<file path="config.mk">
export PLATFORM = sky130hd
export DESIGN_NAME = gp_port
export DESIGN_NICKNAME = d
export VERILOG_FILES = /design/src/shared/gp_pkg.sv /design/src/shared/gp_det_if.sv /design/src/logic/gp_pin_det.sv /design/src/logic/gp_port.sv
export SDC_FILE = /design/constraint.sdc
export NUM_CORES = 1
export LEC_CHECK = 0
export BUFFER_PORTS_ARGS = -buffer_cell sky130_fd_sc_hd__buf_2
export CORE_MARGIN = 1.5
export CORE_UTILIZATION = 50
export CTS_CLUSTER_DIAMETER = 50
export DETAILED_ROUTE_END_ITERATION = 16
export GPL_TIMING_DRIVEN = 0
export PLACE_DENSITY_LB_ADDON = 0.3
export SETUP_SLACK_MARGIN = 0.4
export SYNTH_ARGS = -nofsm -noshare
export SYNTH_HDL_FRONTEND = slang
export SYNTH_SLANG_ARGS = --single-unit
</file>
<file path="constraint.sdc">
create_clock -name sys_clk -period 2.55 [get_ports sys_clk]
set_clock_uncertainty 0.1 [all_clocks]
set_input_delay 0.1275 -clock sys_clk [delete_from_list [all_inputs] [get_ports sys_clk]]
set_output_delay 0.1275 -clock sys_clk [all_outputs]
set_load 0.02 [all_outputs]
</file>
<file path="src/shared/gp_pkg.sv">
package gp_pkg;

  // port geometry
  localparam int GP_PINS    = 8;
  localparam int GP_SRCS    = 9;
  localparam int GP_DMA_BIT = 8;

  // detection modes, as written and read back per pin
  typedef enum logic [2:0]
  {
    gp_det_fall = 3'h0,
    gp_det_rise = 3'h1,
    gp_det_both = 3'h2,
    gp_det_low  = 3'h3,
    gp_det_high = 3'h4
  } gp_det_mode_t;

  // drive strength codes; the last three exist on wide-drive variants only
  typedef enum logic [2:0]
  {
    gp_drive_2ma               = 3'h0,
    gp_drive_4ma               = 3'h1,
    gp_drive_8ma               = 3'h2,
    gp_drive_mid_slew_limited  = 3'h3,
    gp_drive_6ma               = 3'h4,
    gp_drive_10ma              = 3'h5,
    gp_drive_12ma              = 3'h6
  } gp_drive_t;

  // pad type codes; wake codes exist on hibernate-capable variants only
  typedef enum logic [2:0]
  {
    gp_pad_push_pull          = 3'h0,
    gp_pad_push_pull_pullup   = 3'h1,
    gp_pad_push_pull_pulldown = 3'h2,
    gp_pad_open_drain         = 3'h3,
    gp_pad_analog             = 3'h4,
    gp_pad_wake_high          = 3'h5,
    gp_pad_wake_low           = 3'h6
  } gp_pad_t;

  // reset values
  localparam gp_det_mode_t GP_MODE_RST  = gp_det_fall;
  localparam gp_drive_t    GP_DRIVE_RST = gp_drive_2ma;
  localparam gp_pad_t      GP_PAD_RST   = gp_pad_push_pull;
  localparam logic [8:0]   GP_IEN_RST   = 9'h000;
  localparam logic [7:0]   GP_COMMIT_RST = 8'h00;

  // pins guarded against accidental reconfiguration
  localparam logic [7:0]   GP_PROT_PINS  = 8'h0f;
  // unlock key for the lock port
  localparam logic [31:0]  GP_UNLOCK_KEY = 32'h5a5a_c3c3;
  // this port offers per-pin discrete interrupt lines
  localparam logic         GP_DISCRETE_CAP = 1'b1;

  // cycles until synchroniser and edge history hold real pin data
  localparam logic [1:0]   GP_SYNC_FILL = 2'h3;

endpackage

</file>
<file path="src/shared/gp_det_if.sv">
`timescale 1ns/1ps
interface gp_det_if;
  import gp_pkg::*;
  logic         sample;
  gp_det_mode_t mode;
  logic         ready;
  logic         clr;
  logic         raw;
  modport det (input sample, input mode, input ready, input clr, output raw);
  modport ctl (output sample, output mode, output ready, output clr, input raw);
endinterface

</file>
<file path="src/logic/gp_pin_det.sv">
`timescale 1ns/1ps
module gp_pin_det
  import gp_pkg::*;
(
  input wire logic sys_clk,
  input wire logic sys_rst,
  gp_det_if.det    bus
);

  typedef struct packed
  {
    logic prev;
    logic pend;
    logic raw;
  } gp_det_state_t;

  gp_det_state_t st_reg;
  gp_det_state_t st_next;

  // edge/level detection for one pin
  always_comb
  begin
    logic rise;
    logic fall;
    logic hit;
    logic lvl;
    logic is_lvl;
    rise    = 1'b0;
    fall    = 1'b0;
    hit     = 1'b0;
    lvl     = 1'b0;
    is_lvl  = 1'b0;
    st_next = st_reg;
    rise    = bus.sample & ~st_reg.prev;
    fall    = ~bus.sample & st_reg.prev;
    case (bus.mode)
      gp_det_fall: hit = fall;
      gp_det_rise: hit = rise;
      gp_det_both: hit = rise | fall;
      gp_det_low:
      begin
        is_lvl = 1'b1;
        lvl    = ~bus.sample;
      end
      gp_det_high:
      begin
        is_lvl = 1'b1;
        lvl    = bus.sample;
      end
      default: hit = 1'b0;
    endcase
    st_next.prev = bus.sample;
    // edge stays pending until cleared; a new edge beats a same-cycle clear
    if (is_lvl)
      st_next.pend = 1'b0;
    else
      st_next.pend = (st_reg.pend & ~bus.clr) | (bus.ready & hit);
    // level source follows the pin, clear cannot hide it
    st_next.raw = is_lvl ? (bus.ready & lvl) : st_next.pend;
  end

  always_ff @(posedge sys_clk)
  begin
    if (sys_rst)
      st_reg <= '0;
    else
      st_reg <= st_next;
  end

  assign bus.raw = st_reg.raw;

endmodule

</file>
<file path="src/logic/gp_port.sv">
`timescale 1ns/1ps
// Summary of operation
// - a source reaches the interrupt output only while its enable bit is set
// - nine enableable sources: pins 0 to 7 plus port dma activity
// - status reads either raw sources or sources masked by enables
// - status has one bit per source, set while that source is active
// - each pin detects falling, rising, both edges, low or high level
// - a capable port may give each pin its own interrupt line
// - discrete off puts the summary on pin 0 line; other lines still fire
// - per-pin writes carry an eight-bit pin mask; only selected pins change
// - per-pin drive strength 2, 4, 8, 8 with slew, plus 6, 10, 12
// - per-pin pad type push-pull, pull-up, pull-down, open-drain or analog
// - a pin may be a hibernate wake source, sensing high or low
// - input pins store the full pad setting but only pulls, analog and wake act
// - pad readback returns the drive and pad codes last written
// - type readback returns detection mode plus the discrete flag if set
// - protected pins change only after lock key then commit writes
// - one port-level request goes to the processor interrupt controller
// - a clear write drops pending sources selected in its mask only
module gp_port
  import gp_pkg::*;
(
  input  wire logic                     sys_clk,
  input  wire logic                     sys_rst,
  input  wire logic [GP_PINS-1:0]       pin_in,
  input  wire logic [GP_PINS-1:0]       dir_in_mask,
  input  wire logic                     dma_event,
  input  wire logic                     ien_set_wr,
  input  wire logic                     ien_clr_wr,
  input  wire logic [GP_SRCS-1:0]       ien_flags,
  input  wire logic                     int_clr_wr,
  input  wire logic [GP_SRCS-1:0]       int_clr_flags,
  input  wire logic                     status_masked_sel,
  input  wire logic                     type_wr,
  input  wire logic [GP_PINS-1:0]       type_pins,
  input  wire logic [2:0]               type_mode,
  input  wire logic                     type_discrete,
  input  wire logic                     pad_wr,
  input  wire logic [GP_PINS-1:0]       pad_pins,
  input  wire logic [2:0]               pad_strength,
  input  wire logic [2:0]               pad_type,
  input  wire logic                     lock_wr,
  input  wire logic [31:0]              lock_key,
  input  wire logic                     commit_wr,
  input  wire logic [GP_PINS-1:0]       commit_pins,
  input  wire logic                     rd_req,
  input  wire logic [2:0]               rd_pin,
  output logic                          port_irq,
  output logic [GP_PINS-1:0]            pin_irq,
  output logic [GP_SRCS-1:0]            status_out,
  output logic [GP_SRCS-1:0]            ien_out,
  output logic                          unlocked_out,
  output logic [GP_PINS-1:0]            commit_out,
  output logic [GP_PINS-1:0][2:0]       pad_drive_out,
  output logic [GP_PINS-1:0]            pad_slew_en,
  output logic [GP_PINS-1:0]            pad_pullup_en,
  output logic [GP_PINS-1:0]            pad_pulldown_en,
  output logic [GP_PINS-1:0]            pad_od_en,
  output logic [GP_PINS-1:0]            pad_analog_en,
  output logic [GP_PINS-1:0]            wake_en,
  output logic [GP_PINS-1:0]            wake_sense_high,
  output logic                          rd_valid,
  output logic [2:0]                    rd_strength,
  output logic [2:0]                    rd_pad_type,
  output logic [2:0]                    rd_mode,
  output logic                          rd_discrete
);

  typedef struct packed
  {
    logic [GP_PINS-1:0]               sync1;
    logic [GP_PINS-1:0]               sync2;
    logic [1:0]                       fill;
    logic [GP_SRCS-1:0]               ien;
    logic                             dma_pend;
    gp_det_mode_t [GP_PINS-1:0]       mode;
    logic [GP_PINS-1:0]               disc;
    gp_drive_t [GP_PINS-1:0]          drive;
    gp_pad_t [GP_PINS-1:0]            ptype;
    logic                             unlocked;
    logic [GP_PINS-1:0]               commit;
    logic [GP_PINS-1:0]               clr_pins;
    logic                             port_irq;
    logic [GP_PINS-1:0]               pin_irq;
    logic [GP_SRCS-1:0]               status;
    logic [GP_PINS-1:0][2:0]          pad_drive;
    logic [GP_PINS-1:0]               slew_en;
    logic [GP_PINS-1:0]               pu_en;
    logic [GP_PINS-1:0]               pd_en;
    logic [GP_PINS-1:0]               od_en;
    logic [GP_PINS-1:0]               an_en;
    logic [GP_PINS-1:0]               wk_en;
    logic [GP_PINS-1:0]               wk_high;
    logic                             rd_valid;
    logic [2:0]                       rd_strength;
    logic [2:0]                       rd_pad_type;
    logic [2:0]                       rd_mode;
    logic                             rd_discrete;
  } gp_port_state_t;

  gp_port_state_t       st_reg;
  gp_port_state_t       st_next;
  logic [GP_PINS-1:0]   raw_pin;

  // pins a per-pin write may touch: selected, and unguarded or committed
  function automatic logic [GP_PINS-1:0] gp_wr_mask
  (
    input logic [GP_PINS-1:0] pins,
    input logic [GP_PINS-1:0] commit
  );
    gp_wr_mask = pins & (~GP_PROT_PINS | commit);
  endfunction

  // one detector per pin; each keeps its own edge history and pending bit
  genvar gi;
  generate
    for (gi = 0; gi < GP_PINS; gi++)
    begin : g_det
      gp_det_if det_bus ();
      assign det_bus.sample = st_reg.sync2[gi];
      assign det_bus.mode   = st_reg.mode[gi];
      assign det_bus.ready  = (st_reg.fill == GP_SYNC_FILL);
      assign det_bus.clr    = st_reg.clr_pins[gi];
      assign raw_pin[gi]    = det_bus.raw;
      gp_pin_det u_det
      (
        .sys_clk (sys_clk),
        .sys_rst (sys_rst),
        .bus     (det_bus.det)
      );
    end
  endgenerate

  // next-state logic for the whole port
  always_comb
  begin
    logic [GP_SRCS-1:0] raw_all;
    logic [GP_SRCS-1:0] masked;
    logic [GP_PINS-1:0] tmask;
    logic [GP_PINS-1:0] pmask;
    logic               disc_on;
    raw_all = '0;
    masked  = '0;
    tmask   = '0;
    pmask   = '0;
    disc_on = 1'b0;
    st_next = st_reg;

    // two-stage synchroniser on the pins; only stage two is looked at
    st_next.sync1 = pin_in;
    st_next.sync2 = st_reg.sync1;
    // hold detection off until the edge history is filled from the pins,
    // otherwise a pin high at reset would look like a rising edge
    if (st_reg.fill != GP_SYNC_FILL)
      st_next.fill = st_reg.fill + 2'h1;

    // source enables; a disable and enable together leave the enable set
    if (ien_clr_wr)
      st_next.ien = st_next.ien & ~ien_flags;
    if (ien_set_wr)
      st_next.ien = st_next.ien | ien_flags;

    // clear strobes go to the detectors one cycle later, with the mask
    st_next.clr_pins = int_clr_wr ? int_clr_flags[GP_PINS-1:0] : '0;
    // dma activity sets its bit; an event in the clear cycle survives
    st_next.dma_pend = (st_reg.dma_pend & ~(int_clr_wr & int_clr_flags[GP_DMA_BIT]))
                     | dma_event;

    // lock port: right key opens, any other key closes and drops commits
    if (lock_wr)
    begin
      st_next.unlocked = (lock_key == GP_UNLOCK_KEY);
      if (lock_key != GP_UNLOCK_KEY)
        st_next.commit = GP_COMMIT_RST;
    end
    // commit only takes effect while the port is unlocked
    if (commit_wr && st_reg.unlocked)
      st_next.commit = commit_pins;

    // per-pin writes go through the pin mask and the protection filter
    tmask = gp_wr_mask(type_pins, st_reg.commit);
    pmask = gp_wr_mask(pad_pins, st_reg.commit);
    for (int i = 0; i < GP_PINS; i++)
    begin
      if (type_wr && tmask[i])
      begin
        st_next.mode[i] = gp_det_mode_t'(type_mode);
        st_next.disc[i] = type_discrete & GP_DISCRETE_CAP;
      end
      if (pad_wr && pmask[i])
      begin
        st_next.drive[i] = gp_drive_t'(pad_strength);
        st_next.ptype[i] = gp_pad_t'(pad_type);
      end
    end

    // status: raw view ignores enables, masked view honours them
    raw_all = {st_reg.dma_pend, raw_pin};
    masked  = raw_all & st_reg.ien;
    st_next.status = status_masked_sel ? masked : raw_all;

    // one port request; the controller's own enable sits outside
    st_next.port_irq = |masked;

    // discrete lines: each pin has its own; without discrete mode the
    // summary also rides on the pin 0 line
    disc_on = |st_reg.disc;
    if (GP_DISCRETE_CAP)
    begin
      st_next.pin_irq = masked[GP_PINS-1:0];
      if (!disc_on)
        st_next.pin_irq[0] = |masked;
    end
    else
    begin
      st_next.pin_irq = '0;
    end

    // pad controls: pulls act in any direction; drive, slew and
    // open-drain only matter for pins the port drives
    for (int i = 0; i < GP_PINS; i++)
    begin
      st_next.pu_en[i]   = (st_reg.ptype[i] == gp_pad_push_pull_pullup);
      st_next.pd_en[i]   = (st_reg.ptype[i] == gp_pad_push_pull_pulldown);
      st_next.an_en[i]   = (st_reg.ptype[i] == gp_pad_analog);
      st_next.wk_en[i]   = (st_reg.ptype[i] == gp_pad_wake_high)
                         | (st_reg.ptype[i] == gp_pad_wake_low);
      st_next.wk_high[i] = (st_reg.ptype[i] == gp_pad_wake_high);
      if (dir_in_mask[i])
      begin
        st_next.pad_drive[i] = 3'h0;
        st_next.slew_en[i]   = 1'b0;
        st_next.od_en[i]     = 1'b0;
      end
      else
      begin
        st_next.pad_drive[i] = st_reg.drive[i];
        st_next.slew_en[i]   = (st_reg.drive[i] == gp_drive_mid_slew_limited);
        st_next.od_en[i]     = (st_reg.ptype[i] == gp_pad_open_drain);
      end
    end

    // readback of one pin, answered on the next edge
    st_next.rd_valid = rd_req;
    if (rd_req)
    begin
      st_next.rd_strength = st_reg.drive[rd_pin];
      st_next.rd_pad_type = st_reg.ptype[rd_pin];
      st_next.rd_mode     = st_reg.mode[rd_pin];
      st_next.rd_discrete = st_reg.disc[rd_pin];
    end
  end

  // single state register, synchronous reset
  always_ff @(posedge sys_clk)
  begin
    if (sys_rst)
    begin
      st_reg          <= '0;
      st_reg.ien      <= GP_IEN_RST;
      st_reg.commit   <= GP_COMMIT_RST;
      st_reg.mode     <= {GP_PINS{GP_MODE_RST}};
      st_reg.drive    <= {GP_PINS{GP_DRIVE_RST}};
      st_reg.ptype    <= {GP_PINS{GP_PAD_RST}};
    end
    else
    begin
      st_reg <= st_next;
    end
  end

  // every output is a flop of the state register
  assign port_irq        = st_reg.port_irq;
  assign pin_irq         = st_reg.pin_irq;
  assign status_out      = st_reg.status;
  assign ien_out         = st_reg.ien;
  assign unlocked_out    = st_reg.unlocked;
  assign commit_out      = st_reg.commit;
  assign pad_drive_out   = st_reg.pad_drive;
  assign pad_slew_en     = st_reg.slew_en;
  assign pad_pullup_en   = st_reg.pu_en;
  assign pad_pulldown_en = st_reg.pd_en;
  assign pad_od_en       = st_reg.od_en;
  assign pad_analog_en   = st_reg.an_en;
  assign wake_en         = st_reg.wk_en;
  assign wake_sense_high = st_reg.wk_high;
  assign rd_valid        = st_reg.rd_valid;
  assign rd_strength     = st_reg.rd_strength;
  assign rd_pad_type     = st_reg.rd_pad_type;
  assign rd_mode         = st_reg.rd_mode;
  assign rd_discrete     = st_reg.rd_discrete;

endmodule

</file>
Word-level counts from Yosys, hierarchy flattened
Index checks and enable logic that the tools add are counted.
{"block": "totals", "register_bits": 258, "in_bits": 115, "output_inout_bits": 127, "elab_cells": 396}
{"block": "op_classes", "addsub": 1, "magnitude_cmp": 1, "eq_ne": 92, "n_mux": 55, "bitwise": 99, "n_reduce_logical": 47}
{"op": "$eq 3x2->1 const B", "count": 40}
{"op": "$eq 3x3->1 const B", "count": 32}
{"op": "$eq 3x1->1 const B", "count": 16}
{"op": "$and 1x1->1", "count": 42}
{"op": "$reduce_or 2->1", "count": 17}
{"op": "$eq 32x31->1 const B", "count": 1}
{"op": "$ne 32x31->1 const B", "count": 1}
{"op": "$bmux 3 s3", "count": 3}
{"op": "$mux 9", "count": 3}
{"op": "$mux 1", "count": 26}
{"op": "$not 1->1", "count": 26}
{"op": "$or 1x1->1", "count": 25}
{"op": "$logic_not 3->1", "count": 8}
{"op": "$mux 8", "count": 3}
{"op": "$pmux 1 s3", "count": 8}
{"op": "$and 9x9->9", "count": 2}
{"op": "$logic_and 1x1->1", "count": 17}
{"op": "$and 8x8->8", "count": 2}
{"op": "$pmux 1 s2", "count": 8}
{"op": "$mux 3", "count": 3}
{"op": "$not 9->9", "count": 1}
{"op": "$or 9x9->9", "count": 1}
{"op": "$reduce_or 9->1", "count": 1}
{"op": "$reduce_or 8->1", "count": 1}
{"op": "7 further kinds", "count": 8}

Longest topological paths before layout
{"block": "depth", "ltp_word": 8, "ltp_mapped": 6, "depth_no_buf": 6}

Hierarchy
Synthesis repeated with hierarchy kept, for this count alone.
{"block": "unflattened", "hier_cells": 1080, "hier_area_um2": 10906.7}
{"module": "gp_port", "instances": 1, "cells_each": 904, "area_per_inst_um2": 9165.0, "seq_area_each_um2": 4684.5}
{"module": "gp_pin_det", "instances": 8, "cells_each": 22, "area_per_inst_um2": 217.7, "seq_area_each_um2": 60.1}

Least setup slack after synthesis
No wires, ideal clock.
{"block": "synth_timing", "kind": "register to register", "startpoint": "register st_reg, in the netlist g_det[6].det_bus.sample", "endpoint": "register g_det[6].u_det.st_reg, in the netlist g_det[6].u_det.bus.raw", "setup_ps": 123, "arrival_ps": 1329, "t_required_ps": 2327, "slack_ps": 998, "stages_incl_launch_ff": 7, "n_path_buf": 0, "period_less_slack_ps": 1552, "path_cell_list": "dfxtp_1 inv_1 ha_1 or3_1 a41oi_1 a2111oi_2 o21bai_1"}
{"block": "synth_via", "elab_chain_len": 8, "word_cells_on_any_way": 11, "cone_classes": "4 x mux; 7 x bitwise"}
{"item": "start, declared", "line": "gp_port.sv:101", "source": "gp_port_state_t st_reg;"}
{"item": "start signal, assigned", "line": "gp_port.sv:268", "source": "st_reg <= st_next;"}
{"item": "$not 1->1", "line": "gp_pin_det.sv:35, gp_pin_det.sv:43"}
{"item": "$and 1x1->1", "line": "gp_pin_det.sv:35", "source": "fall = ~bus.sample & st_reg.prev;"}
{"item": "$or 1x1->1", "line": "gp_pin_det.sv:39", "source": "gp_det_both: hit = rise | fall;"}
{"item": "$pmux 1 s3", "line": "gp_pin_det.sv:36", "source": "case (bus.mode)"}
{"item": "$and 1x1->1", "line": "gp_pin_det.sv:57", "source": "st_next.pend = (st_reg.pend & ~bus.clr) | (bus.ready & hit);"}
{"item": "$or 1x1->1", "line": "gp_pin_det.sv:57"}
{"item": "$mux 1", "line": "gp_pin_det.sv:54", "source": "if (is_lvl)"}
{"item": "$mux 1 (*)", "line": "gp_pin_det.sv:59", "source": "st_next.raw = is_lvl ? (bus.ready & lvl) : st_next.pend;"}
{"item": "end signal, assigned", "line": "gp_pin_det.sv:67", "source": "st_reg <= st_next;"}
{"item": "end, declared", "line": "gp_pin_det.sv:17", "source": "gp_det_state_t st_reg;"}
Mark *: on every way between the ends. The rest lies on a longest branch, timed or not.
A chain may end at the register's enable or synchronous reset.

Worst setup path after layout
{"block": "layout_timing", "startpoint": "register st_reg, in the netlist g_det[7].det_bus.sample", "endpoint": "register g_det[7].u_det.st_reg, in the netlist g_det[7].u_det.bus.raw"}
{"block": "layout_via", "elab_chain_len": 8, "word_cells_on_any_way": 11, "cone_classes": "4 x mux; 7 x bitwise"}
{"item": "$not 1->1", "line": "gp_pin_det.sv:35, gp_pin_det.sv:43"}
{"item": "$and 1x1->1", "line": "gp_pin_det.sv:35"}
{"item": "$or 1x1->1", "line": "gp_pin_det.sv:39"}
{"item": "$pmux 1 s3", "line": "gp_pin_det.sv:36"}
{"item": "$and 1x1->1", "line": "gp_pin_det.sv:57"}
{"item": "$or 1x1->1", "line": "gp_pin_det.sv:57"}
{"item": "$mux 1", "line": "gp_pin_det.sv:54"}
{"item": "$mux 1 (*)", "line": "gp_pin_det.sv:59"}
{"item": "end signal, assigned", "line": "gp_pin_det.sv:67"}
{"item": "end, declared", "line": "gp_pin_det.sv:17"}
Marked as above.

==> summary by stage <==
Outcome
The flow ran to the end, and the final reports show no timing, DRC or antenna violations.

Worst setup path
The critical path arrival is 2.13 ns. The type of element launching the critical path is a register. The kind of end point of the critical path is a register.

The reg-to-reg endpoint is g_det[7].u_det.bus.raw. The critical path in this run is classified as register to register. The critical path required time is 2.86 ns.

The largest driver fanout on the critical path is 4. The setup check on the worst reg-to-reg path leaves a slack of ~0.73 ns. The beginning of the worst register-to-register path is g_det[7].det_bus.sample. The cell count of the worst reg-to-reg path is 6.

Logic synthesis
The sequential-to-total area share from yosys stat is 49.0%. After synthesis the netlist holds a flip-flop and latch count of roughly 260. In this run, distinct cell masters in the synthesized netlist total 42. The cell area after synthesis is about 11000 um^2. The number of nets produced by synthesis is 1236.

Dividing the synthesized area by the synthesized cell count gives 9.55 um^2. Yosys printed 0 warnings. The synthesized netlist cell count is roughly 1100.

Hold path
The worst hold path belongs to the class input pin to register. The capture endpoint of the worst hold path is unlocked_out. Along the worst hold path, the cell count comes to 5.

The startpoint of the worst hold path is lock_key[23].

Finish
Relative to the synthesized area, the layout overhead comes to 31.2%. The register with the most flip-flops in the layout has 59 of them. For this run, the share of the core covered by cells in the final layout is 67.7%. The number of nets at the end of the flow is 1578. The fill cell instance count of the final layout is 1613. The post-route netlist has roughly 30% of its cells at a drive strength greater than 1.

Detailed routing
The DRC violation count after routing is 0. Dividing the detail-routed wire length by the instance count gives 16.6 um. The wire length after detailed routing is 28800 um.

Before antenna repair, the detailed router went through 7 iterations. The total via count in the routed design is 8930. The number of design-rule violations left by the first detailed-router iteration is 652. The number of nets with antenna violations after detailed routing is 0. In the routed layout, each cell is associated on average with a via count of 5.14.

Power and ir drop
The leakage dissipation is approximately 6.6 nW. In this run, the clock network consumes 45.7% of the power. The worst-case IR drop observed on VDD is 0.453 mV. The total internal power is 0.00702 W. The total power is 0.00910 W. The logic gate share of total power is under 10%. The part of the total power dissipated in sequential elements is roughly 46%.

In this run switching power makes up 22.9% of total power. In this run the power spent charging and discharging nets is 0.00209 W. The ratio of total power to cell area is ~660 nW/um^2.

Placement
At the end of routability-driven placement, the weighted congestion stood at ~0.90. The HPWL after detailed placement is 20400 um. Buffers placed on the I/O ports in this run total 227.

Floorplanning
The floorplan step defined a die boundary enclosing 22000 um^2. The initial standard-cell utilization of the core is 51.6%. In this run the horizontal extent of the chip is around 150 um. The number of top-level pins is 242.

In this run the core area contains between 50 and 60 standard-cell rows. The area of the core region is 20400 um^2. The die is 148 um tall.

Clock network
The count of clock tree sinks is about 260. TritonCTS created 28 clock buffers. The clock tree from TritonCTS is done. The H-tree depth is 1.

The latest clock arrival within the worst-skew pair is 0.53 ns. The clock transition at the registers of the reported paths is 0.06 ns. In this run the clock root is driven by a sky130_fd_sc_hd__clkbuf_16. The maximum clock insertion buffer count is 3.

Global routing
Global routing used approximately a quarter of the available tracks across all layers. The initial antenna violation count was 1. Global routing finished with a remaining overflow of 0.

The maximum number of pins on one net before global-route repair is 14. The via count of the first global-routing pass is 8472. The first global-routing pass estimated 44800 um of wire.

STA
After layout, the worst path uses 71.4% of the clock period. Timing would allow up to 550 MHz. The post-route setup TNS is 0 ns. At the pin with the least slew margin, the transition time is 0.689 ns. The number of hold violations in the final report is 0.

The number of setup violations in the final report is 0. Setup repair after global routing left no endpoint under its margin. The worst pin sits at a relative slew slack of 54.0%.

The clock period minus final worst setup slack is 1.82 ns. The max-slew violation total from the final report is 0.

Run
Max-cap violations in this run came to 0.
critical path, cell delays in order (launching register included):
cell and delay (ns):
sky130_fd_sc_hd__dfxtp_1 0.38, sky130_fd_sc_hd__inv_1 0.08, sky130_fd_sc_hd__ha_1 0.30, sky130_fd_sc_hd__nand2_1 0.08, sky130_fd_sc_hd__a41oi_1 0.12, sky130_fd_sc_hd__a2111oi_2 0.40
sky130_fd_sc_hd__o21bai_1 0.24
area by class of cell:
class | count | area, um^2 | area share, %
inverters | 17 | 63.8 | 0.461
well taps | 270 | 338 | 2.44
clock buffers | 41 | 821 | 5.93
multi-input cells | 660 | 4170 | 30.2
repair buffers | 312 | 1990 | 14.4
plain buffers | 169 | 1140 | 8.26
flip-flops and latches | 258 | 5160 | 37.3
diodes | 1 | 2.50 | 0.0181
clock inverters | 11 | 144 | 1.04
cells in the final DEF (no fill, tap or decap), types with 41 or more instances in the layout:
master                          synthesis  layout
sky130_fd_sc_hd__nand3_1               48      48
sky130_fd_sc_hd__dfxtp_1              258     258
sky130_fd_sc_hd__dlygate4sd3_1          0      85
sky130_fd_sc_hd__nand2_1              108     108
sky130_fd_sc_hd__nor2_1               119     119
sky130_fd_sc_hd__mux2i_1               41      41
sky130_fd_sc_hd__buf_2                 16     243
sky130_fd_sc_hd__a21oi_1               49      49
sky130_fd_sc_hd__buf_4                128     128
Yosys cell counts:
| cell type | n | share of area, % |
|---|---|---|
| sky130_fd_sc_hd__mux2i_1 | 41 | 3.9 |
| sky130_fd_sc_hd__o21ai_0 | 7 | 0.33 |
| sky130_fd_sc_hd__a31o_2 | 1 | 0.083 |
| sky130_fd_sc_hd__a2111oi_2 | 8 | 1.1 |
| sky130_fd_sc_hd__nor4bb_1 | 8 | 0.76 |
| sky130_fd_sc_hd__nand4_1 | 2 | 0.12 |
| sky130_fd_sc_hd__ha_1 | 17 | 2.0 |
| sky130_fd_sc_hd__a21oi_1 | 49 | 2.3 |
| sky130_fd_sc_hd__and2_1 | 32 | 1.9 |
| sky130_fd_sc_hd__clkbuf_1 | 11 | 0.39 |
| sky130_fd_sc_hd__nand3_1 | 48 | 2.3 |
| sky130_fd_sc_hd__o21ai_1 | 1 | 0.047 |
| sky130_fd_sc_hd__nor2_1 | 119 | 4.2 |
| sky130_fd_sc_hd__nand2b_1 | 34 | 2.0 |
| sky130_fd_sc_hd__nand2_1 | 108 | 3.8 |
| sky130_fd_sc_hd__xor2_1 | 1 | 0.083 |
| sky130_fd_sc_hd__buf_2 | 16 | 0.76 |
| sky130_fd_sc_hd__a221oi_1 | 1 | 0.083 |
| sky130_fd_sc_hd__a22o_1 | 1 | 0.083 |
| sky130_fd_sc_hd__o22ai_1 | 10 | 0.59 |
| sky130_fd_sc_hd__nor3_1 | 34 | 1.6 |
| sky130_fd_sc_hd__a222oi_1 | 1 | 0.095 |
| sky130_fd_sc_hd__o21bai_1 | 8 | 0.57 |
| sky130_fd_sc_hd__buf_6 | 1 | 0.11 |
| sky130_fd_sc_hd__a41oi_1 | 8 | 0.66 |
| sky130_fd_sc_hd__o21a_1 | 1 | 0.071 |
| sky130_fd_sc_hd__and3b_1 | 8 | 0.66 |
| sky130_fd_sc_hd__inv_1 | 16 | 0.57 |
| sky130_fd_sc_hd__or3_1 | 8 | 0.47 |
| sky130_fd_sc_hd__nor4_1 | 2 | 0.12 |
| sky130_fd_sc_hd__nor3b_1 | 9 | 0.64 |
| sky130_fd_sc_hd__a22oi_1 | 11 | 0.78 |
| sky130_fd_sc_hd__clkinv_1 | 1 | 0.036 |
| sky130_fd_sc_hd__a31oi_1 | 9 | 0.53 |
| sky130_fd_sc_hd__a21oi_2 | 1 | 0.083 |
| sky130_fd_sc_hd__buf_4 | 128 | 9.1 |
| sky130_fd_sc_hd__and2b_1 | 7 | 0.50 |
| sky130_fd_sc_hd__dfxtp_1 | 258 | 49 |
| sky130_fd_sc_hd__nor2b_1 | 28 | 1.7 |
| sky130_fd_sc_hd__and3_1 | 17 | 1.0 |
| sky130_fd_sc_hd__mux4_2 | 20 | 4.3 |
| sky130_fd_sc_hd__buf_1 | 13 | 0.46 |
cell families (layout without fill, tap and decap cells):
| family | after synthesis | count (layout) | synth area share, % |
|---|---|---|---|
| flops | 258 | 258 | 49.0 |
| simple gates | 464 | 464 | 21.8 |
| fa+ha+maj | 17 | 17 | 2.02 |
| xor+xnor | 1 | 1 | 0.0831 |
| buf+inv | 186 | 550 | 11.4 |
| mux | 61 | 61 | 8.16 |
| other cells | 0 | 1 | 0 |
| compound gates | 117 | 117 | 7.49 |
power by group through the flow:
stage,Clock (W),Sequential [W],Combinational [W]
floorplan,0,0.00427,0.000390
global placement,0,0.00429,0.000617
detailed placement,0,0.00430,0.000628
CTS,0.00420,0.00421,0.000730
global route,0.00438,0.00422,0.000804
finish,0.00416,0.00421,0.000739
timing repair:
action | in CTS | in global routing
buffers inserted | 0 | 0
hold endpoints to repair | 156 | 0
hold buffers | 85 | 0
gates resized for setup | 0 | 0
per-layer routing:
metal / routed length [um] / GRT usage, % / vias up / part of all wire, %
li1: - / - / 4327 / -
met1: 11900 / 33.8 / 4158 / 41
met2: 14000 / 44.9 / 395 / 48
met3: 2260 / 3.83 / 50 / 7.9
met4: 657 / 7.77 / 0 / 2.3
met5: 0 / 0 / - / 0
worst max path at each step:
stage | start | to | cells past startpoint
6_report | g_det[7].det_bus.sample | g_det[7].u_det.bus.raw | 6
5_1_grt | g_det[4].det_bus.sample | g_det[4].u_det.bus.raw | 6
4_1_cts | g_det[4].det_bus.sample | g_det[4].u_det.bus.raw | 6
3_5_place_dp | sys_rst | rd_pad_type[2] | 5
3_3_place_gp | sys_rst | rd_strength[2] | 5
2_1_floorplan | g_det[6].det_bus.sample | g_det[6].u_det.bus.raw | 6
stage by stage:
step           hold slack (ns)  worst slack, ns  cell area [um^2]  std cells
6_report                0.0179            0.731             13800       1739
5_1_grt                 0.0445            0.603             13800       1739
4_1_cts                 0.0109            0.727             13800       1738
3_5_place_dp             0.219            0.633             12000       1601
3_3_place_gp             0.215            0.653             12000       1601
2_1_floorplan            0.104            0.998             10500       1104
No activity file was read; power rests on OpenSTA's default activity.
